<file path="src/logic/irq_ctl_pkg.sv">
/*
  Shared constants and types of the interrupt control and status block:
  register offsets, field positions, reset values and the control states.
  Assumes a 32-bit AXI4-Lite register bus with byte addresses.
*/
`default_nettype none

package irq_ctl_pkg;

  // Register byte offsets
  localparam logic [7:0] CTRL_OFF = 8'h00;
  localparam logic [7:0] STAT_OFF = 8'h04;
  localparam logic [7:0] RELOAD_OFF = 8'h08;
  localparam logic [7:0] FLAG_OFF = 8'h0C;
  localparam logic [7:0] MASK_OFF = 8'h10;

  // Control word layout
  localparam int SHADOW_BIT = 16;
  localparam int MULTI_VEC_BIT = 12;
  localparam int TRIG_LSB = 8;
  localparam int EDGE_LSB = 0;
  localparam logic [31:0] CTRL_WMASK = 32'h0001_171F;
  localparam logic [31:0] CTRL_RESET = 32'h0000_0000;

  // Status word layout
  localparam int PRI_LSB = 8;
  localparam int VEC_LSB = 0;

  // External inputs and their fixed vector and priority
  localparam int NUM_EXT = 5;
  localparam logic [5:0] EXT_VEC_BASE = 6'h03;
  localparam logic [2:0] EXT_PRIORITY = 3'h4;
  localparam logic [5:0] SINGLE_VEC = 6'h00;
  localparam logic [2:0] PRI_NONE = 3'h0;

  // Event flag bits
  localparam int EV_W = 3;
  localparam int EV_PRESENT = 0;
  localparam int EV_PROX = 1;
  localparam int EV_EXT = 2;

  // AXI responses
  localparam logic [1:0] RESP_OKAY = 2'h0;
  localparam logic [1:0] RESP_SLVERR = 2'h2;

  typedef enum logic [1:0] {
    ST_IDLE = 2'b00,
    ST_DEFER = 2'b01,
    ST_PRESENT = 2'b10
  } ctl_state_t;

endpackage : irq_ctl_pkg

`default_nettype wire

</file>
<file path="src/logic/prox_timer_if.sv">
/*
  Connection between the interrupt controller and its proximity timer.
  Assumes both ends run on the same clock.
*/
`timescale 1ns/1ps
`default_nettype none

interface prox_timer_if;
  logic start;
  logic [31:0] reload;
  logic busy;
  logic done;

  modport ctrl (output start, output reload, input busy, input done);
  modport tmr (input start, input reload, output busy, output done);
endinterface : prox_timer_if

`default_nettype wire

</file>
<file path="src/logic/ext_edge_detect.sv">
/*
  Two-stage synchroniser and polarity-selected edge detector for the
  external interrupt pins. Assumes pins are asynchronous to the clock.
*/
`timescale 1ns/1ps
`default_nettype none

module ext_edge_detect (
  input wire logic ref_clk_i, // System clock
  input wire logic rstn_i, // Synchronous reset, active low
  input wire logic [4:0] pin_i, // Raw external pins
  input wire logic [4:0] pol_i, // One selects rising edge
  output logic [4:0] edge_o // One-cycle edge pulses
);

  typedef struct packed {
    logic [4:0] s1;
    logic [4:0] s2;
    logic [4:0] prev;
    logic [4:0] hit;
  } edge_state_t;

  edge_state_t r, n;
  logic [4:0] hit_c;

  // Per-pin edge choice; only the second stage is looked at
  genvar i;
  generate
    for (i = 0; i < irq_ctl_pkg::NUM_EXT; i++) begin : g_pin
      assign hit_c[i] = pol_i[i] ? (r.s2[i] & ~r.prev[i]) :
                                   (~r.s2[i] & r.prev[i]);
    end
  endgenerate

  // Next state
  always_comb begin
    n = r;
    n.s1 = pin_i;
    n.s2 = r.s1;
    n.prev = r.s2;
    n.hit = hit_c;
  end

  // State register
  always_ff @(posedge ref_clk_i) begin
    if (!rstn_i) begin
      r <= '0;
    end else begin
      r <= n;
    end
  end

  assign edge_o = r.hit;

endmodule : ext_edge_detect

`default_nettype wire

</file>
<file path="src/logic/prox_timer.sv">
/*
  Interrupt proximity down-counter. Loads the reload word on start and
  counts one per clock; pulses done when the count reaches zero.
  Assumes start is only raised while the timer is idle.
*/
`timescale 1ns/1ps
`default_nettype none

module prox_timer (
  input wire logic ref_clk_i, // System clock
  input wire logic rstn_i, // Synchronous reset, active low
  prox_timer_if.tmr tif // Start, reload, busy, done
);

  typedef struct packed {
    logic [31:0] cnt;
    logic busy;
    logic done;
  } tmr_state_t;

  tmr_state_t r, n;

  // Load, count down and expire
  always_comb begin
    n = r;
    n.done = 1'b0;
    if (tif.start && !r.busy) begin
      n.cnt = tif.reload;
      n.busy = 1'b1;
    end else if (r.busy) begin
      n.cnt = r.cnt - 32'h0000_0001;
      if (r.cnt == 32'h0000_0001) begin
        n.busy = 1'b0;
        n.done = 1'b1;
      end
    end
  end

  // State register
  always_ff @(posedge ref_clk_i) begin
    if (!rstn_i) begin
      r <= '0;
    end else begin
      r <= n;
    end
  end

  assign tif.busy = r.busy;
  assign tif.done = r.done;

endmodule : prox_timer

`default_nettype wire

</file>
<file path="src/logic/irq_control_and_status.sv">
/*
  Control and status registers of a vectored interrupt controller, with
  external edge inputs, a proximity timer that defers low-priority
  requests, an AXI4-Lite slave and a maskable event interrupt.
  Assumes one clock, a peripheral request that drops when acknowledged,
  and a core that acknowledges each presented request.
  Status fields follow each presentation in either mode, but only the
  single-vector reading is meaningful to software.
*/
// Function
// - With the shadow bit set, the single vector goes out with a shadow set, otherwise without.
// - The vector-mode bit selects multi-vector mode when one and single-vector when zero.
// - A zero trigger level disables the timer, a level N lets priorities up to N start it.
// - Each of five external inputs fires on rising edge with its bit one, falling edge with zero.
// - Unused control bits read zero and ignore writes.
// - Status holds priority in bits 10 to 8 and vector in 5 to 0, zero at reset, rest zero.
// - The status priority field shows the priority of the latest presented interrupt.
// - The status vector field shows the source's vector, also in single-vector mode where the core gets vector zero.
// - A qualifying event loads the timer from the 32-bit reload register.
`timescale 1ns/1ps
`default_nettype none

module irq_control_and_status (
  input wire logic ref_clk_i, // System clock, 10 MHz
  input wire logic rstn_i, // Synchronous reset, active low
  input wire logic [7:0] awaddr_i, // AXI write address
  input wire logic awvalid_i, // AXI write address valid
  output logic awready_o, // AXI write address ready
  input wire logic [31:0] wdata_i, // AXI write data
  input wire logic [3:0] wstrb_i, // AXI write strobes
  input wire logic wvalid_i, // AXI write data valid
  output logic wready_o, // AXI write data ready
  output logic [1:0] bresp_o, // AXI write response
  output logic bvalid_o, // AXI write response valid
  input wire logic bready_i, // AXI write response ready
  input wire logic [7:0] araddr_i, // AXI read address
  input wire logic arvalid_i, // AXI read address valid
  output logic arready_o, // AXI read address ready
  output logic [31:0] rdata_o, // AXI read data
  output logic [1:0] rresp_o, // AXI read response
  output logic rvalid_o, // AXI read valid
  input wire logic rready_i, // AXI read ready
  input wire logic [4:0] ext_irq_i, // External interrupt pins
  input wire logic req_valid_i, // Peripheral request, level
  input wire logic [2:0] req_pri_i, // Peripheral group priority
  input wire logic [5:0] req_vec_i, // Peripheral vector number
  input wire logic core_ack_i, // Core takes presented request
  output logic core_req_o, // Request to core, level
  output logic [5:0] core_vec_o, // Vector given to core
  output logic [2:0] core_pri_o, // Priority given to core
  output logic core_shadow_o, // Shadow set goes with vector
  output logic core_multi_vec_o, // Multi-vector mode in force
  output logic irq_o // Unmasked event interrupt
);

  // All registered state; one copy is built, one is registered
  typedef struct packed {
    logic [31:0] ctrl;
    logic [2:0] stat_pri;
    logic [5:0] vec;
    logic [31:0] reload;
    logic [2:0] flags;
    logic [2:0] mask;
    logic irq;
    logic [4:0] ext_pend;
    irq_ctl_pkg::ctl_state_t st;
    logic req;
    logic [5:0] core_vec;
    logic [2:0] core_pri;
    logic shadow;
    logic multi_vec;
    logic sel_ext;
    logic [2:0] sel_idx;
    logic start;
    logic awready;
    logic wready;
    logic bvalid;
    logic [1:0] bresp;
    logic arready;
    logic rvalid;
    logic [1:0] rresp;
    logic [31:0] rdata;
    logic aw_got;
    logic w_got;
    logic [7:0] aw_addr;
    logic [31:0] wdata;
    logic [3:0] wstrb;
  } top_state_t;

  top_state_t r, n;
  prox_timer_if tif();
  logic [4:0] edge_hit;

  // Field widths used by the decode; the event width follows the package
  localparam int EV_BITS = irq_ctl_pkg::EV_W;
  localparam int TRIG_W = 3;
  localparam int PRI_W = 3;
  localparam int VEC_W = 6;
  localparam int LANES = 4;

  // Candidate chosen by the arbiter
  logic cand_ok;
  logic cand_ext;
  logic [2:0] cand_idx;
  logic [2:0] cand_pri;
  logic [5:0] cand_vec;
  logic cand_qual;
  logic [2:0] trig;
  logic [31:0] rd_word;
  logic rd_hit;
  logic [31:0] bmask;
  logic [31:0] wsel;
  logic [EV_BITS-1:0] ev_set;
  logic [EV_BITS-1:0] ev_clr;
  logic [4:0] pend_clr;

  // Pin synchroniser and polarity-selected edge detect
  ext_edge_detect ext_edge_detect_inst (
    .ref_clk_i(ref_clk_i),
    .rstn_i(rstn_i),
    .pin_i(ext_irq_i),
    .pol_i(r.ctrl[irq_ctl_pkg::EDGE_LSB +: irq_ctl_pkg::NUM_EXT]),
    .edge_o(edge_hit)
  );

  // Proximity down-counter behind its interface
  prox_timer prox_timer_inst (
    .ref_clk_i(ref_clk_i),
    .rstn_i(rstn_i),
    .tif(tif.tmr)
  );

  // Timer hookup and the trigger level field
  assign tif.start = r.start;
  assign tif.reload = r.reload;
  assign trig = r.ctrl[irq_ctl_pkg::TRIG_LSB +: TRIG_W];

  // Byte-lane mask from the stored strobes
  genvar b;
  generate
    for (b = 0; b < LANES; b++) begin : g_lane
      assign bmask[b*8 +: 8] = {8{r.wstrb[b]}};
    end
  endgenerate
  assign wsel = r.wdata & bmask;

  // Arbiter: peripheral wins only above the external priority
  // Among the pins the lowest index wins, as the loop runs downward
  always_comb begin
    cand_ok = 1'b0;
    cand_ext = 1'b0;
    cand_idx = 3'h0;
    cand_pri = irq_ctl_pkg::PRI_NONE;
    cand_vec = irq_ctl_pkg::SINGLE_VEC;
    for (int i = irq_ctl_pkg::NUM_EXT - 1; i >= 0; i--) begin
      if (r.ext_pend[i]) begin
        cand_ok = 1'b1;
        cand_ext = 1'b1;
        cand_idx = 3'(i);
        cand_pri = irq_ctl_pkg::EXT_PRIORITY;
        cand_vec = irq_ctl_pkg::EXT_VEC_BASE + 6'(i);
      end
    end
    if (req_valid_i && req_pri_i != irq_ctl_pkg::PRI_NONE &&
        (!cand_ok || req_pri_i > irq_ctl_pkg::EXT_PRIORITY)) begin
      cand_ok = 1'b1;
      cand_ext = 1'b0;
      cand_idx = 3'h0;
      cand_pri = req_pri_i;
      cand_vec = req_vec_i;
    end
  end

  // Timer qualification; a zero reload would wrap the timer and defer for about 2^32 cycles
  assign cand_qual = (trig != 3'h0) && (cand_pri <= trig) &&
                     (r.reload != 32'h0000_0000);

  // Read mux; unused bits come back as zero
  // Decoded from the live address so data is ready at the take edge
  always_comb begin
    rd_hit = 1'b1;
    rd_word = 32'h0000_0000;
    unique case (araddr_i)
      irq_ctl_pkg::CTRL_OFF: rd_word = r.ctrl & irq_ctl_pkg::CTRL_WMASK;
      irq_ctl_pkg::STAT_OFF: begin
        rd_word[irq_ctl_pkg::PRI_LSB +: PRI_W] = r.stat_pri;
        rd_word[irq_ctl_pkg::VEC_LSB +: VEC_W] = r.vec;
      end
      irq_ctl_pkg::RELOAD_OFF: rd_word = r.reload;
      irq_ctl_pkg::FLAG_OFF: rd_word[EV_BITS-1:0] = r.flags;
      irq_ctl_pkg::MASK_OFF: rd_word[EV_BITS-1:0] = r.mask;
      default: rd_hit = 1'b0;
    endcase
  end

  // Next state of the whole block
  always_comb begin
    n = r;
    n.start = 1'b0;
    ev_set = '0;
    ev_clr = '0;
    pend_clr = '0;

    // Write channel capture, address and data in either order
    if (awvalid_i && r.awready) begin
      n.aw_got = 1'b1;
      n.aw_addr = awaddr_i;
    end
    if (wvalid_i && r.wready) begin
      n.w_got = 1'b1;
      n.wdata = wdata_i;
      n.wstrb = wstrb_i;
    end

    // Register write once both halves are held
    if (r.aw_got && r.w_got && !r.bvalid) begin
      n.aw_got = 1'b0;
      n.w_got = 1'b0;
      n.bvalid = 1'b1;
      n.bresp = irq_ctl_pkg::RESP_OKAY;
      unique case (r.aw_addr)
        irq_ctl_pkg::CTRL_OFF: begin
          n.ctrl = ((r.ctrl & ~bmask) | wsel) &
                   irq_ctl_pkg::CTRL_WMASK;
        end
        irq_ctl_pkg::STAT_OFF: begin
          // Hardware owns the status word; writes are dropped
        end
        irq_ctl_pkg::RELOAD_OFF: n.reload = (r.reload & ~bmask) | wsel;
        irq_ctl_pkg::FLAG_OFF: ev_clr = wsel[EV_BITS-1:0];
        irq_ctl_pkg::MASK_OFF: begin
          n.mask = (r.mask & ~bmask[EV_BITS-1:0]) | wsel[EV_BITS-1:0];
        end
        default: n.bresp = irq_ctl_pkg::RESP_SLVERR;
      endcase
    end
    // Response leaves on its handshake
    if (r.bvalid && bready_i) begin
      n.bvalid = 1'b0;
    end

    // Read channel: one read at a time
    if (arvalid_i && r.arready) begin
      n.rvalid = 1'b1;
      n.rdata = rd_word;
      n.rresp = rd_hit ? irq_ctl_pkg::RESP_OKAY : irq_ctl_pkg::RESP_SLVERR;
    end
    // Read data leaves on its handshake
    if (r.rvalid && rready_i) begin
      n.rvalid = 1'b0;
    end
    // Readies stay low while a transfer is held or answered
    n.arready = !n.rvalid;
    n.awready = !n.aw_got && !n.bvalid;
    n.wready = !n.w_got && !n.bvalid;

    // Presentation sequence; a deferred request is checked again at expiry,
    // so a source that withdrew while the timer ran sends nothing
    unique case (r.st)
      irq_ctl_pkg::ST_IDLE: begin
        if (cand_ok) begin
          if (cand_qual && !tif.busy) begin
            n.start = 1'b1;
            n.st = irq_ctl_pkg::ST_DEFER;
          end else begin
            n.st = irq_ctl_pkg::ST_PRESENT;
          end
        end
      end
      irq_ctl_pkg::ST_DEFER: begin
        if (tif.done) begin
          ev_set[irq_ctl_pkg::EV_PROX] = 1'b1;
          n.st = cand_ok ? irq_ctl_pkg::ST_PRESENT : irq_ctl_pkg::ST_IDLE;
        end
      end
      irq_ctl_pkg::ST_PRESENT: begin
        if (core_ack_i) begin
          n.req = 1'b0;
          n.st = irq_ctl_pkg::ST_IDLE;
          if (r.sel_ext) begin
            pend_clr[r.sel_idx] = 1'b1;
          end
        end
      end
      default: n.st = irq_ctl_pkg::ST_IDLE;
    endcase

    // Latch what goes out to the core on entry to presenting
    if (n.st == irq_ctl_pkg::ST_PRESENT && r.st != irq_ctl_pkg::ST_PRESENT) begin
      n.req = 1'b1;
      n.sel_ext = cand_ext;
      n.sel_idx = cand_idx;
      n.core_pri = cand_pri;
      n.stat_pri = cand_pri;
      n.vec = cand_vec;
      n.core_vec = r.ctrl[irq_ctl_pkg::MULTI_VEC_BIT] ? cand_vec :
                   irq_ctl_pkg::SINGLE_VEC;
      n.shadow = !r.ctrl[irq_ctl_pkg::MULTI_VEC_BIT] &&
                 r.ctrl[irq_ctl_pkg::SHADOW_BIT];
      ev_set[irq_ctl_pkg::EV_PRESENT] = 1'b1;
    end
    // Mode copy for the core, one cycle behind the control bit
    n.multi_vec = r.ctrl[irq_ctl_pkg::MULTI_VEC_BIT];

    // Pending external edges; a new edge beats the acknowledge
    n.ext_pend = (r.ext_pend & ~pend_clr) | edge_hit;
    ev_set[irq_ctl_pkg::EV_EXT] = |edge_hit;

    // Sticky flags; set wins over a one written to clear
    n.flags = (r.flags & ~ev_clr) | ev_set;
    n.irq = |(n.flags & n.mask);
  end

  // State register
  always_ff @(posedge ref_clk_i) begin
    if (!rstn_i) begin
      r <= '0;
      r.ctrl <= irq_ctl_pkg::CTRL_RESET;
      r.st <= irq_ctl_pkg::ST_IDLE;
    end else begin
      r <= n;
    end
  end

  // Outputs straight from the state register
  assign awready_o = r.awready;
  assign wready_o = r.wready;
  assign bresp_o = r.bresp;
  assign bvalid_o = r.bvalid;
  assign arready_o = r.arready;
  assign rdata_o = r.rdata;
  assign rresp_o = r.rresp;
  assign rvalid_o = r.rvalid;
  assign core_req_o = r.req;
  assign core_vec_o = r.core_vec;
  assign core_pri_o = r.core_pri;
  assign core_shadow_o = r.shadow;
  assign core_multi_vec_o = r.multi_vec;
  assign irq_o = r.irq;

endmodule : irq_control_and_status

`default_nettype wire

</file>
<file path="config.mk">
export PLATFORM = sky130hd
export DESIGN_NAME = irq_control_and_status
export DESIGN_NICKNAME = d
export VERILOG_FILES = /design/src/logic/irq_ctl_pkg.sv /design/src/logic/prox_timer_if.sv /design/src/logic/ext_edge_detect.sv /design/src/logic/prox_timer.sv /design/src/logic/irq_control_and_status.sv
export SDC_FILE = /design/constraint.sdc
export NUM_CORES = 1
export LEC_CHECK = 0
export BUFFER_PORTS_ARGS = -buffer_cell sky130_fd_sc_hd__buf_4
export CORE_MARGIN = 1
export CORE_UTILIZATION = 58
export DETAILED_ROUTE_END_ITERATION = 7
export PLACE_DENSITY_LB_ADDON = 0.15
export RECOVER_POWER = 100
export REMOVE_ABC_BUFFERS = 1
export SLEW_MARGIN = 20
export SYNTH_ARGS = -nofsm -noshare
export SYNTH_HDL_FRONTEND = slang
export SYNTH_HIERARCHICAL = 1
export SYNTH_SLANG_ARGS = --single-unit
export TNS_END_PERCENT = 30
</file>
<file path="constraint.sdc">
create_clock -name ref_clk_i -period 3.3 [get_ports ref_clk_i]
set_clock_uncertainty 0.15 [all_clocks]
set_input_delay 0.33 -clock ref_clk_i [delete_from_list [all_inputs] [get_ports ref_clk_i]]
set_output_delay 0.33 -clock ref_clk_i [all_outputs]
set_load 0.05 [all_outputs]
</file>
-- Word-level counts from Yosys, hierarchy flattened
Index checks and enable logic that the tools add are counted.
W data, S select, Z words.
- word-level logic and storage cells: 206
- register bits after elaboration: 220
- bits of input ports: 75
- output and inout port bits: 54
- bitwise gates (word level): 38
- equality and inequality tests: 13
- add/subtract/negate cells: 1
- reductions and logical operators: 45
- mux-type cells: 69
- magnitude comparators: 4
- operator list (kind ; number):
    $and A32 B32 Y32 ; 2
    $mux W3 ; 18
    $pmux W21 S2 ; 1
    $mux W6 ; 6
    $mux W35 ; 1
    $mux W34 ; 1
    $mux W33 ; 1
    $eq A32 B1 Y1 const B ; 1
    $eq A8 B4 Y1 const B ; 4
    $not A32 Y32 ; 1
    $or A32 B32 Y32 ; 1
    $reduce_bool A32 Y1 ; 1
    $sub A32 B1 Y32 const B ; 1
    $mux W1 ; 23
    $logic_and A1 B1 Y1 ; 18
    $mux W2 ; 9
    $pmux W3 S3 ; 2
    $and A17 B17 Y17 ; 1
    $or A17 B17 Y17 ; 1
    $eq A8 B3 Y1 const B ; 2
    $eq A8 B5 Y1 const B ; 2
    $logic_not A8 Y1 ; 2
    $mux W5 ; 3
    $pmux W3 S5 ; 1
    27 further kinds ; 67

-- Longest topological paths before layout
Gate-level depths: netlist of the first run.
- depth after elaboration: 22
- depth in mapped cells: 11
- mapped depth without buffers: 10

-- By module
Netlist of the first run, hierarchy kept.
- by module, submodules not included (module ; area each (um^2) ; sequential area each (um^2) ; instances ; cells each):
    irq_control_and_status ; 6907.9 ; 3283.1 ; 1 ; 848
    prox_timer ; 2137.0 ; 680.7 ; 1 ; 264
    ext_edge_detect ; 679.4 ; 400.4 ; 1 ; 57

-- Least setup slack after synthesis of the first run
Ideal clock, no wire load.
- kind: register to register
- start: register r[106] (netlist bit)
- end: register r, in the netlist core_vec_o[3]
- data required time: 3.026 ns
- setup time: 0.124 ns
- arrival time: 2.580 ns
- period minus slack after synthesis: 2.854 ns
- slack: 0.446 ns
- cell stages (with the launch flop): 11
- path buffers: 1
- cell sequence: dfxtp_1 > nor3_1 > and2_1 > o211a_1 > ha_1 > a211oi_1 > o21ai_0 > o21ai_1 > nand2_1 > buf_2 > mux2i_1
- longest elaborated chain between the ends: 14
- elaborated cells between the ends (all ways): 21
- classes of those cells: 1 x order compare; 1 x eq/ne; 12 x mux; 7 x reduce/logical
- ends and longest elaborated chain (item ; line ; source):
    start: declaration ; irq_control_and_status.sv:90 ; top_state_t r, n;
    start signal: assignment ; irq_control_and_status.sv:321 ; r <= n;
    $mux W1 ; irq_control_and_status.sv:156 ; if (r.ext_pend[i]) begin
    $logic_not A1 Y1 ; irq_control_and_status.sv:165 ; (!cand_ok || req_pri_i > irq_ctl_pkg::EXT_PRIORITY)) begin
    $logic_or A1 B1 Y1 ; irq_control_and_status.sv:165 ;
    $logic_and A1 B1 Y1 ; irq_control_and_status.sv:164 ; if (req_valid_i && req_pri_i != irq_ctl_pkg::PRI_NONE &&
    $mux W3 * ; irq_control_and_status.sv:164 ;
    named net cand_pri[1] ; irq_control_and_status.sv:105 ; logic [2:0] cand_pri;
    $le A3 B3 Y1 * ; irq_control_and_status.sv:175 ; assign cand_qual = (trig != 3'h0) && (cand_pri <= trig) &&
    $logic_and A1 B1 Y1 * (2 in a row) ; irq_control_and_status.sv:175 ;
    $logic_and A1 B1 Y1 * ; irq_control_and_status.sv:262 ; if (cand_qual && !tif.busy) begin
    $mux W2 * ; irq_control_and_status.sv:262 ;
    $mux W2 * ; irq_control_and_status.sv:261 ; if (cand_ok) begin
    $pmux W2 S3 * ; irq_control_and_status.sv:259 ; unique case (r.st)
    $eq A2 B2 Y1 * ; irq_control_and_status.sv:289 ; if (n.st == irq_ctl_pkg::ST_PRESENT && r.st != irq_ctl_pkg::ST_PRESENT) begin
    $logic_and A1 B1 Y1 * ; irq_control_and_status.sv:289 ;
The timed path passes the listed nets; every way through them passes the cells marked *.
A chain may end at the register's enable or synchronous reset.

-- Final worst setup path of the first run
- start: register r[36] (netlist bit)
- end: register r, in the netlist irq_o
- longest elaborated chain between the ends: 8
- elaborated cells between the ends (all ways): 11
- classes of those cells: 2 x eq/ne; 4 x mux; 4 x bitwise; 1 x reduce/logical
- ends and longest elaborated chain (item ; line ; source):
    $eq A8 B4 Y1 ; irq_control_and_status.sv:221 ; unique case (r.aw_addr)
    $mux W3 ; irq_control_and_status.sv:221 ;
    $mux W3 ; irq_control_and_status.sv:216 ; if (r.aw_got && r.w_got && !r.bvalid) begin
    $not A3 Y3 ; irq_control_and_status.sv:310 ; n.flags = (r.flags & ~ev_clr) | ev_set;
    $and A3 B3 Y3 ; irq_control_and_status.sv:310 ;
    $or A3 B3 Y3 ; irq_control_and_status.sv:310 ;
    $and A3 B3 Y3 * ; irq_control_and_status.sv:311 ; n.irq = |(n.flags & n.mask);
    $reduce_or A3 Y1 * ; irq_control_and_status.sv:311 ;
Every way passes the cells marked *; elsewhere a longest branch is shown, timed or not.

==> results of run 1 <==
==> final cells by class <==
cell class                      instances  area (µm²)  area share
Clock buffer                           34       656.9     0.05730
Clock inverter                          6       73.82    0.006439
Inverter                               15       57.56    0.005020
Multi-Input combinational cell        818        4594      0.4007
Sequential cell                       218        4364      0.3807
Tap cell                              216       270.3     0.02357
Timing Repair Buffer                  204        1448      0.1263
==> per-stage QoR <==
stage,hold WS (ps),util,total power [mW],worst slack [ps]
final,24.39,0.7114,5.714,193.0
after global routing,42.23,0.7114,5.881,17.10
after CTS,11.74,0.7287,5.745,286.4
after detailed placement,284.2,0.6486,3.216,296.7
after global placement,277.4,0.6486,3.210,391.5
after floorplan,271.6,-,3.022,185.7
==> kinds of logic after synthesis <==
| family | count (synthesis) |
|---|---|
| and+or+nand+nor | 510 |
| AOI/OAI and AO/OA | 264 |
| DFF | 218 |
| buffers and inverters | 134 |
| muxes | 37 |
| adders and majority gates | 5 |
| other | 1 |
==> worst paths after layout <==
path | to | slack (ps) | cells after the start
worst max register to register | irq_o$_SDFF_PN0_ | 190 | 6
worst max-delay path | irq_o$_SDFF_PN0_ | 190 | 6
worst min-delay path | core_pri_o[2]$_SDFFE_PN0P_ | 20 | 3
worst min register to register | ext_edge_detect_inst/n[5]$_SDFF_PN0_ | 300 | 1
==> routing by layer <==
| layer | up-vias | track usage | part of all wire | wire [µm] |
|---|---|---|---|---|
| met2 | 416 | 0.4612 | 0.45 | 11710 |
| met5 | - | 0 | 0 | 0 |
| met4 | 0 | 0.07946 | 0.023 | 588 |
| li1 | 4356 | - | - | - |
| met3 | 46 | 0.05864 | 0.085 | 2226 |
| met1 | 4158 | 0.4143 | 0.44 | 11550 |
==> worst reg2reg max path, stage by stage, from the launching register on <==
cell and delay, ps:
dfxtp_1 310, or4_1 590, or3_1 370, nor4_1 910, mux2i_1 320, nor3_1 70, a211o_1 280
==> power groups by stage <==
| stage | clock network (mW) | registers (mW) | logic (mW) |
|---|---|---|---|
| finish | 2.51 | 2.74 | 0.457 |
| global route | 2.63 | 2.75 | 0.499 |
| CTS | 2.53 | 2.74 | 0.469 |
| detailed placement | 0 | 2.80 | 0.415 |
| global placement | 0 | 2.80 | 0.411 |
| floorplan | 0 | 2.83 | 0.193 |
==> cell usage in the layout, fill, tap and decap left out, types with 10 or more instances in the layout <==
master / n
clkbuf_16: 23
inv_1: 14
and2_1: 12
and2_2: 10
a31oi_1: 16
a22oi_1: 11
clkbuf_1: 64
or4_1: 13
a21oi_1: 136
nor4_1: 22
nand2_1: 215
nor3_1: 24
nor2_1: 61
dlygate4sd3_1: 56
buf_4: 79
mux2i_1: 27
nand4_1: 12
nand3_1: 74
dfxtp_1: 218
o21ai_0: 39
==> timing repair <==
| action | CTS | global route |
|---|---|---|
| endpoints found under the hold margin | 60 | 0 |
| endpoints found under the setup margin | 0 | 0 |
| hold buffers | 56 | 0 |
==> out/metrics.csv, run 1 <==
metric,value,unit
outcome,"finished, violations left",
violations,"capacitance limit, slew limit",
ys_dominant_reg_cell,dfxtp_1,
grt_antenna_before_repair,0,
die_w,131.5,µm
power.switching_fraction,0.2386,
synth-edff-count,0,
synth_simple_gate_area_share,0.2654,
cts_buffer_depth,3,
required,3550,ps
drt_iter0_markers,774,
n_antenna_cell,0,
tritoncts_num_sinks,218,
port-buffer-count,126,
finalNetCount,1360,
power_switching,1.363,mW
cell_taking_the_most_area_after_synthesis,dfxtp_1,
start_util,0.6034,
postSynth.asyncResetShare,0,
final_routed_wirelength,26070,µm
area_grow_syn2layout,17.90,%
synthesis.yosys.warnings,6,
timing.critical_path.from,r[36]$_SDFFE_PN0P_,
core_region_area,16120,µm²
chain_of_cells_forming_the_critical_path,or4_1 -> or3_1 -> nor4_1 -> mux2i_1 -> nor3_1 -> a211o_1,
crit_type,flip-flop to flip-flop,
synth.distinct_cells,69,
io_pins,129,
layout-drive-gt1-share,0.1251,
static_power_due_to_leakage,4.213,nW
hp-start,req_pri_i[2],
drcViolationCount,0,
synth_compound_area_frac,0.1624,
post_layout_nonfiller_instances,1511,
setup-violations-final,0,
grt_pass1_vias,8261,
synthDominantCellAreaShare,0.4488,
place.detailed.hpwl,16910,µm
clock_power_share,0.440,
cts_made_buffers,23,
cpLargestDelayFamily,simple AND/OR/NAND/NOR gates,
syn_area_per_cell,8.318,µm²
p_seq_frac,0.480,
timing.critical_path.slowest_cell_delay,910,ps
cts_max_level,1,
postCtsResizedCells,0,
tns,0,ps
detail-route-antenna-nets,0,
cts.root.buffer_cell,clkbuf_16,
synth.most_common_cell,dfxtp_1,
post_synth_main_area_contributors,"dfxtp_1 45%, nand2_1 8.2%, a21oi_1 7.0%",
max_freq,321.9,MHz
cts.clk_slew.worst_paths,60,ps
cts_post_setup_buffers_inserted,0,
avgRoutedWirePerCell,17.26,µm
synth_sequential_area_ratio,0.4488,
path_max_fanout,4,
placed_cells,1415,
synth.cells.most_frequent,"218 x dfxtp_1, 213 x nand2_1, 136 x a21oi_1",
placement_rows,46,
tightestPinTransition,2022,ps
dieHeight,131.5,µm
clock_tree_from_tritoncts,yes,
critical_path.reg2reg.startpoint,r[36]$_SDFFE_PN0P_,
grt_util_all_layers,0.2955,
share_of_the_synthesized_netlist_area_taken_by_xor_and_xnor_gates,0,
power_per_cell_area,498.4,nW/µm²
synth-seq-cells,218,
viasPerCell,5.940,
max_cap_violations,2,
globalplace.congestion,0.9115,
min_period_over_period,0.9415,
min-delay-path-class,input pin to flip-flop,
max-slew-margin-rel,-0.3480,
critical_path.slowest_cell,nor4_1,
synth_top_family_by_area,simple AND/OR/NAND/NOR gates,
filler_cell_count,1335,
first_pass_iters,5,
grt_pass1_wl,42190,µm
vdd_drop_max,0.3825,mV
power_frac_comb,0.080,
syn-cell-area,9724,µm²
post_synth_adder_cell_area,0.006433,
synth_mux_area_frac,0.04169,
die_area,17290,µm²
syn_inst,1169,
finalWorstPathRequiredPeriod,3107,ps
number_of_endpoints_with_negative_hold_slack_in_the_final_report,0,
final_max_slew_violation_count,140,
dr_total_vias,8976,
p_int,4.351,mW
grt_overflow_total,0,
pin_count_of_the_biggest_net_entering_global_routing,106,
clock_latency,520,ps
setup_repair_after_global_routing_missed_its_margin,no,
arrival,3360,ps
critical_path.startpoint_type,flip-flop,
capturing_element_type_of_the_critical_path,flip-flop,
layout.cell_area.non_filler,11460,µm²
path_buf_inv,0,
detailed_place.area,10450,µm²
Power figures use the tool's default switching activity.
==> run 2: changes to the inputs <==
--- a/config.mk
+++ b/config.mk
@@ -7,7 +7,7 @@
 export LEC_CHECK = 0
 export BUFFER_PORTS_ARGS = -buffer_cell sky130_fd_sc_hd__buf_4
 export CORE_MARGIN = 1
-export CORE_UTILIZATION = 58
+export CORE_UTILIZATION = 57
 export DETAILED_ROUTE_END_ITERATION = 7
 export PLACE_DENSITY_LB_ADDON = 0.15
 export RECOVER_POWER = 100
@@ -15,6 +15,5 @@
 export SLEW_MARGIN = 20
 export SYNTH_ARGS = -nofsm -noshare
 export SYNTH_HDL_FRONTEND = slang
-export SYNTH_HIERARCHICAL = 1
 export SYNTH_SLANG_ARGS = --single-unit
 export TNS_END_PERCENT = 30
==> out/metrics.csv, run 2 <==
metric,value,unit,change
critical_path.reg2reg.startpoint,r[109]$_SDFF_PN0_,,was r[36]$_SDFFE_PN0P_
tns,0,ps,unchanged
n_antenna_cell,0,,unchanged
post_synth_main_area_contributors,"dfxtp_1 47%, nand2_1 10%, a21oi_1 8.8%",,"was dfxtp_1 45%, nand2_1 8.2%, a21oi_1 7.0%"
power_per_cell_area,536.3,nW/µm²,was 498.4 nW/µm²
post_layout_nonfiller_instances,1511,,unchanged
viasPerCell,5.760,,was 5.940
grt_util_all_layers,0.2953,,was 0.2955
first_pass_iters,5,,unchanged
io_pins,129,,unchanged
start_util,0.5848,,was 0.6034
crit_type,flip-flop to flip-flop,,unchanged
min_period_over_period,0.9457,,was 0.9415
static_power_due_to_leakage,4.128,nW,was 4.213 nW
die_area,16870,µm²,"was 17,290 µm²"
final_routed_wirelength,24940,µm,"was 26,070 µm"
grt_antenna_before_repair,0,,unchanged
vdd_drop_max,0.3977,mV,was 0.3825 mV
power_frac_comb,0.078,,was 0.080
cell_taking_the_most_area_after_synthesis,dfxtp_1,,unchanged
p_int,4.648,mW,was 4.351 mW
dp_worst_setup_slack,32.16,ps,was 296.7 ps
cts_max_level,1,,unchanged
number_of_endpoints_with_negative_hold_slack_in_the_final_report,0,,unchanged
clock_power_share,0.468,,was 0.440
synth_sequential_area_ratio,0.4681,,was 0.4488
synth-seq-cells,218,,unchanged
setup-violations-final,0,,unchanged
core_region_area,15940,µm²,"was 16,120 µm²"
place.detailed.hpwl,16500,µm,"was 16,910 µm"
synthesis.yosys.warnings,0,,was 6
grt_pass1_vias,7803,,"was 8,261"
arrival,3350,ps,was 3360 ps
min_delay_path_depth,3,,unchanged
ys_dominant_reg_cell,dfxtp_1,,unchanged
port-buffer-count,126,,unchanged
cts_post_setup_buffers_inserted,0,,unchanged
max-slew-margin-rel,-0.4256,,was -0.3480
synth.cells.most_frequent,"252 x nand2_1, 218 x dfxtp_1, 164 x a21oi_1",,"was 218 x dfxtp_1, 213 x nand2_1, 136 x a21oi_1"
most-common-layout-cells,"252 x nand2_1, 218 x dfxtp_1, 164 x a21oi_1",,"was 218 x dfxtp_1, 215 x nand2_1, 136 x a21oi_1"
max_freq,320.4,MHz,was 321.9 MHz
hold-path-endpoint,core_vec_o[0]$_SDFFE_PN0P_,,was core_pri_o[2]$_SDFFE_PN0P_
layout-drive-gt1-share,0.1097,,was 0.1251
tightestPinTransition,2138,ps,was 2022 ps
critical_path.startpoint_type,flip-flop,,unchanged
clock_tree_from_tritoncts,yes,,unchanged
finalWorstPathRequiredPeriod,3121,ps,was 3107 ps
layout.area.seq,4364,µm²,unchanged
dr_total_vias,8704,,"was 8,976"
tritoncts_num_sinks,218,,unchanged
grt_pass1_wl,39690,µm,"was 42,190 µm"
violations,"capacitance limit, slew limit",,unchanged
detail-route-antenna-nets,0,,unchanged
path_max_fanout,4,,unchanged
synth.most_common_cell,nand2_1,,was dfxtp_1
capturing_element_type_of_the_critical_path,flip-flop,,unchanged
cts.root.buffer_cell,clkbuf_16,,unchanged
filler_cell_count,1333,,"was 1,335"
synth.distinct_cells,70,,was 69
area_occupied_by_multi_input_gates,4289,µm²,was 4594 µm²
finalNetCount,1359,,"was 1,360"
cts_buffer_depth,3,,unchanged
reg2reg_to,irq_o$_SDFF_PN0_,,unchanged
area_grow_syn2layout,20.54,%,was 17.90%
synthDominantCellAreaShare,0.4681,,was 0.4488
avgRoutedWirePerCell,16.50,µm,was 17.26 µm
grt_overflow_total,0,,unchanged
min-delay-path-class,input pin to flip-flop,,unchanged
cts.clk_slew.worst_paths,60,ps,about the same
setup_repair_after_global_routing_missed_its_margin,yes,,was no
power_switching,1.379,mW,was 1.363 mW
postSynth.asyncResetShare,0,,unchanged
p_seq_frac,0.454,,was 0.480
placement_rows,46,,unchanged
outcome,"finished, violations left",,unchanged
final_max_slew_violation_count,82,,was 140
commonest_non_fill_non_tap_cell_in_the_layout,nand2_1,,was dfxtp_1
drt_iter0_markers,812,,was 774
synth-edff-count,0,,unchanged
power.switching_fraction,0.2288,,was 0.2386
regToRegSetupSlack,180,ps,was 190 ps
max_cap_violations,2,,unchanged
layout.cell_area.non_filler,11240,µm²,"was 11,460 µm²"
dieHeight,129.9,µm,was 131.5 µm
syn_inst,1160,,"was 1,169"
placed_cells,1415,,unchanged
drcViolationCount,0,,unchanged
globalplace.congestion,0.8701,,was 0.9115
hp-start,req_vec_i[0],,was req_pri_i[2]
cts_made_buffers,23,,unchanged
required,3530,ps,was 3550 ps
ff2ff_path_depth,11,,was 6
hold-worst-slack,23.63,ps,was 24.39 ps
die_w,129.9,µm,was 131.5 µm
setup_ws,179.1,ps,was 193.0 ps
syn_area_per_cell,8.038,µm²,was 8.318 µm²
syn-cell-area,9324,µm²,was 9724 µm²
pin_count_of_the_biggest_net_entering_global_routing,49,,was 106
detailed_place.area,10110,µm²,"was 10,450 µm²"
clock_latency,500,ps,was 520 ps
==> run 2: cell types whose count changed after synthesis, moves of 11 or more <==
| cell | before | now |
|---|---|---|
| mux2i_1 | 27 | 16 |
| and2_1 | 15 | 27 |
| a31oi_1 | 16 | 2 |
| a21oi_1 | 136 | 164 |
| nand3_1 | 74 | 53 |
| nand2_1 | 213 | 252 |
==> run 2: power groups by stage <==
stage	registers, mW	clock network [mW]	logic [mW]
floorplan	2.83	0	0.186
global placement	2.80	0	0.416
detailed placement	2.80	0	0.421
CTS	2.74	2.84	0.475
global route	2.75	2.95	0.506
finish	2.74	2.82	0.468
==> run 2: area by class of cell <==
type                            instances  share of cell area
Timing Repair Buffer                  203              0.1282
Tap cell                              216             0.02405
Clock buffer                           28             0.05644
Inverter                               10            0.003562
Multi-Input combinational cell        823              0.3816
Clock inverter                         13             0.01781
Sequential cell                       218              0.3883
==> run 2: layer usage <==
metal  share of wire  track usage  up-vias
li1                -            -     4251
met1            0.45       0.4231     4085
met2            0.46       0.4775      338
met3           0.080      0.03854       30
met4           0.012      0.06088        0
met5               0            0        -
==> run 2: cell families after synthesis <==
logic type	count (synthesis)	synth area share
AOI/OAI and AO/OA	278	0.1734
buffers and inverters	120	0.06857
other	1	0.0004022
and+or+nand+nor	519	0.2623
adders and majority gates	5	0.006710
DFF	218	0.4681
xor gates and xnor gates	1	0.0009395
muxes	18	0.01959
==> run 2: metrics by stage <==
step,power [mW],util
global route,6.206,0.7050
global placement,3.212,0.6344
floorplan,3.021,-
CTS,6.054,0.7213
finish,6.027,0.7050
detailed placement,3.217,0.6344
==> run 2: worst max-delay path by stage <==
stage          slack, ps                         end  cells past startpoint              start
2_1_floorplan       -620    rdata_o[10]$_SDFFE_PN0P_                      3             rstn_i
3_3_place_gp          40          r[90]$_SDFFE_PN0P_                     11  r[109]$_SDFF_PN0_
3_5_place_dp          30          r[90]$_SDFFE_PN0P_                     11  r[109]$_SDFF_PN0_
4_1_cts               80          r[90]$_SDFFE_PN0P_                     11  r[109]$_SDFF_PN0_
5_1_grt               -7  core_vec_o[1]$_SDFFE_PN0P_                     12  r[109]$_SDFF_PN0_
6_report             180            irq_o$_SDFF_PN0_                     11  r[109]$_SDFF_PN0_
==> run 2: repair_timing <==
| item | in CTS | in global routing |
|---|---|---|
| resized for setup | 1 | 4 |
| endpoints found under the hold margin | 57 | 0 |
| setup endpoints to repair | 1 | 9 |
| hold buffers | 55 | 0 |
==> run 2: critical path: stages (launching register included) <==
cell      delay (ps)
dfxtp_1          310
or4_1            610
or2_2            350
nand2b_1          90
and3_1           180
ha_1             240
nor2b_1          130
o21a_1           170
o21ai_2          150
a21bo_1          230
nand2_1           90
a221o_1          310
==> run 3: changes to the inputs <==
--- a/config.mk
+++ b/config.mk
@@ -7,7 +7,7 @@
 export LEC_CHECK = 0
 export BUFFER_PORTS_ARGS = -buffer_cell sky130_fd_sc_hd__buf_4
 export CORE_MARGIN = 1
-export CORE_UTILIZATION = 57
+export CORE_UTILIZATION = 40
 export DETAILED_ROUTE_END_ITERATION = 7
 export PLACE_DENSITY_LB_ADDON = 0.15
 export RECOVER_POWER = 100
==> out/metrics.csv, run 3 (same netlist as run 2, synthesis figures left out) <==
metric,value,unit,change
outcome,"finished, violations left",,unchanged
violations,"capacitance limit, slew limit",,unchanged
n_antenna_cell,0,,unchanged
max_cap_violations,1,,was 2
commonest_non_fill_non_tap_cell_in_the_layout,nand2_1,,unchanged
grt_pass1_vias,7951,,"was 7,803"
cts_buffer_depth,3,,unchanged
grt_pass1_wl,42660,µm,"was 39,690 µm"
port-buffer-count,126,,unchanged
cts_max_level,1,,unchanged
detail-route-antenna-nets,0,,unchanged
clock_latency,510,ps,was 500 ps
post_layout_nonfiller_instances,1611,,"was 1,511"
drt_iter0_markers,474,,was 812
top_layer,met4,,unchanged
cts.clk_slew.worst_paths,60,ps,about the same
first_pass_iters,5,,unchanged
grt_util_all_layers,0.2224,,was 0.2953
static_power_due_to_leakage,4.129,nW,was 4.128 nW
grt_overflow_total,0,,unchanged
layout-drive-gt1-share,0.1102,,was 0.1097
cts.root.buffer_cell,clkbuf_16,,unchanged
final_max_slew_violation_count,39,,was 82
dieHeight,154.7,µm,was 129.9 µm
finalWorstPathRequiredPeriod,3097,ps,was 3121 ps
setup-violations-final,0,,unchanged
arrival,3340,ps,was 3350 ps
tritoncts_num_sinks,218,,unchanged
io_pins,129,,unchanged
min_delay_path_depth,3,,unchanged
setup_ws,202.6,ps,was 179.1 ps
tightestPinTransition,1853,ps,was 2138 ps
area_occupied_by_multi_input_gates,4280,µm²,was 4289 µm²
finalNetCount,1361,,"was 1,359"
drcViolationCount,0,,unchanged
placed_cells,1513,,"was 1,415"
setup_repair_after_global_routing_missed_its_margin,no,,was yes
viasPerCell,5.243,,was 5.760
pin_count_of_the_biggest_net_entering_global_routing,116,,was 49
routed-wl-met2,12000,µm,"was 11,370 µm"
wl_met1,12910,µm,"was 11,280 µm"
tns,0,ps,unchanged
most-common-layout-cells,"252 x nand2_1, 218 x dfxtp_1, 164 x a21oi_1",,unchanged
avgRoutedWirePerCell,16.59,µm,was 16.50 µm
crit_type,flip-flop to flip-flop,,unchanged
max-slew-margin-rel,-0.2351,,was -0.4256
die_w,154.7,µm,was 129.9 µm
cts_post_setup_buffers_inserted,0,,unchanged
capturing_element_type_of_the_critical_path,flip-flop,,unchanged
path_max_fanout,4,,unchanged
required,3550,ps,was 3530 ps
globalplace.congestion,0.8782,,was 0.8701
dr_total_vias,8447,,"was 8,704"
filler_cell_count,2332,,"was 1,333"
place.detailed.hpwl,18160,µm,"was 16,500 µm"
met3_length,1286,µm,was 1986 µm
number_of_endpoints_with_negative_hold_slack_in_the_final_report,0,,unchanged
power_per_cell_area,528.6,nW/µm²,was 536.3 nW/µm²
die_area,23920,µm²,"was 16,870 µm²"
area_grow_syn2layout,21.99,%,was 20.54%
min-delay-path-class,input pin to flip-flop,,unchanged
core_region_area,22780,µm²,"was 15,940 µm²"
min_period_over_period,0.9386,,was 0.9457
final_routed_wirelength,26730,µm,"was 24,940 µm"
vdd_drop_max,0.3719,mV,was 0.3977 mV
dp_worst_setup_slack,4.278,ps,was 32.16 ps
placement_rows,55,,was 46
max_freq,322.9,MHz,was 320.4 MHz
clock_tree_from_tritoncts,yes,,unchanged
ff2ff_path_depth,11,,unchanged
start_util,0.4093,,was 0.5848
layout.area.seq,4364,µm²,unchanged
cts_made_buffers,24,,was 23
grt_antenna_before_repair,0,,unchanged
critical_path.startpoint_type,flip-flop,,unchanged
## run 3: cell count changes in the layout (fill, tap and decap cells not counted), sizes merged
| cell | change |
|---|---|
| buf | +5 |
| clkbuf | +4 |
| clkinv | -3 |
| bufinv | -2 |
| inv | -1 |
## run 3: per-stage QoR
stage	total power, mW	instance area, µm²	utilization	hold slack (ps)
after floorplan	3.021	8726	-	261.8
after global placement	3.227	10270	0.4508	265.6
after detailed placement	3.229	10270	0.4508	269.5
after CTS	6.078	11650	0.5115	3.354
after global routing	6.227	11370	0.4994	28.81
final	6.012	11370	0.4994	18.28
## run 3: power by group
group	switching [mW]	internal (mW)
Sequential	0.0443	2.69
Clock	1.07	1.73
Combinational	0.274	0.195
## run 3: final timing paths
kind | start | endpoint | slack (ps)
worst min-delay path | req_pri_i[0] | core_pri_o[0]$_SDFFE_PN0P_ | 20
worst min register to register | ext_edge_detect_inst.n[14]$_SDFF_PN0_ | ext_edge_detect_inst.n[9]$_SDFF_PN0_ | 280
worst max-delay path | r[109]$_SDFF_PN0_ | irq_o$_SDFF_PN0_ | 200
worst max register to register | r[109]$_SDFF_PN0_ | irq_o$_SDFF_PN0_ | 200
## run 3: cell type report
class	count	share of cell area
tap	313	0.03443
timing repair buffer	204	0.1291
multi-input combinational	823	0.3763
sequential	218	0.3837
clock buffer	36	0.06303
clock inverter	7	0.01001
inverter	10	0.003410
## run 3: critical path, cell delays in order (launching register included)
cell and delay (ps):
dfxtp_1 310, or4_4 560, or2_2 320, nand2b_1 90, and3_1 180, ha_1 240, nor2b_1 130, o21a_1 160
o21ai_1 210, a21bo_2 230, nand2_1 80, a221o_1 320
## run 3: per-layer routing
metal	vias up	GRT usage
met1	3931	0.3150
met5	-	0
met3	40	0.03306
met4	0	0.05988
li1	4267	-
met2	209	0.3514
## run 3: what timing repair did
action	4_1_cts	5_1_grt
resized for setup	1	3
pin swaps	0	1
hold endpoints to repair	58	0
hold buffers	55	0
setup endpoints to repair	1	15
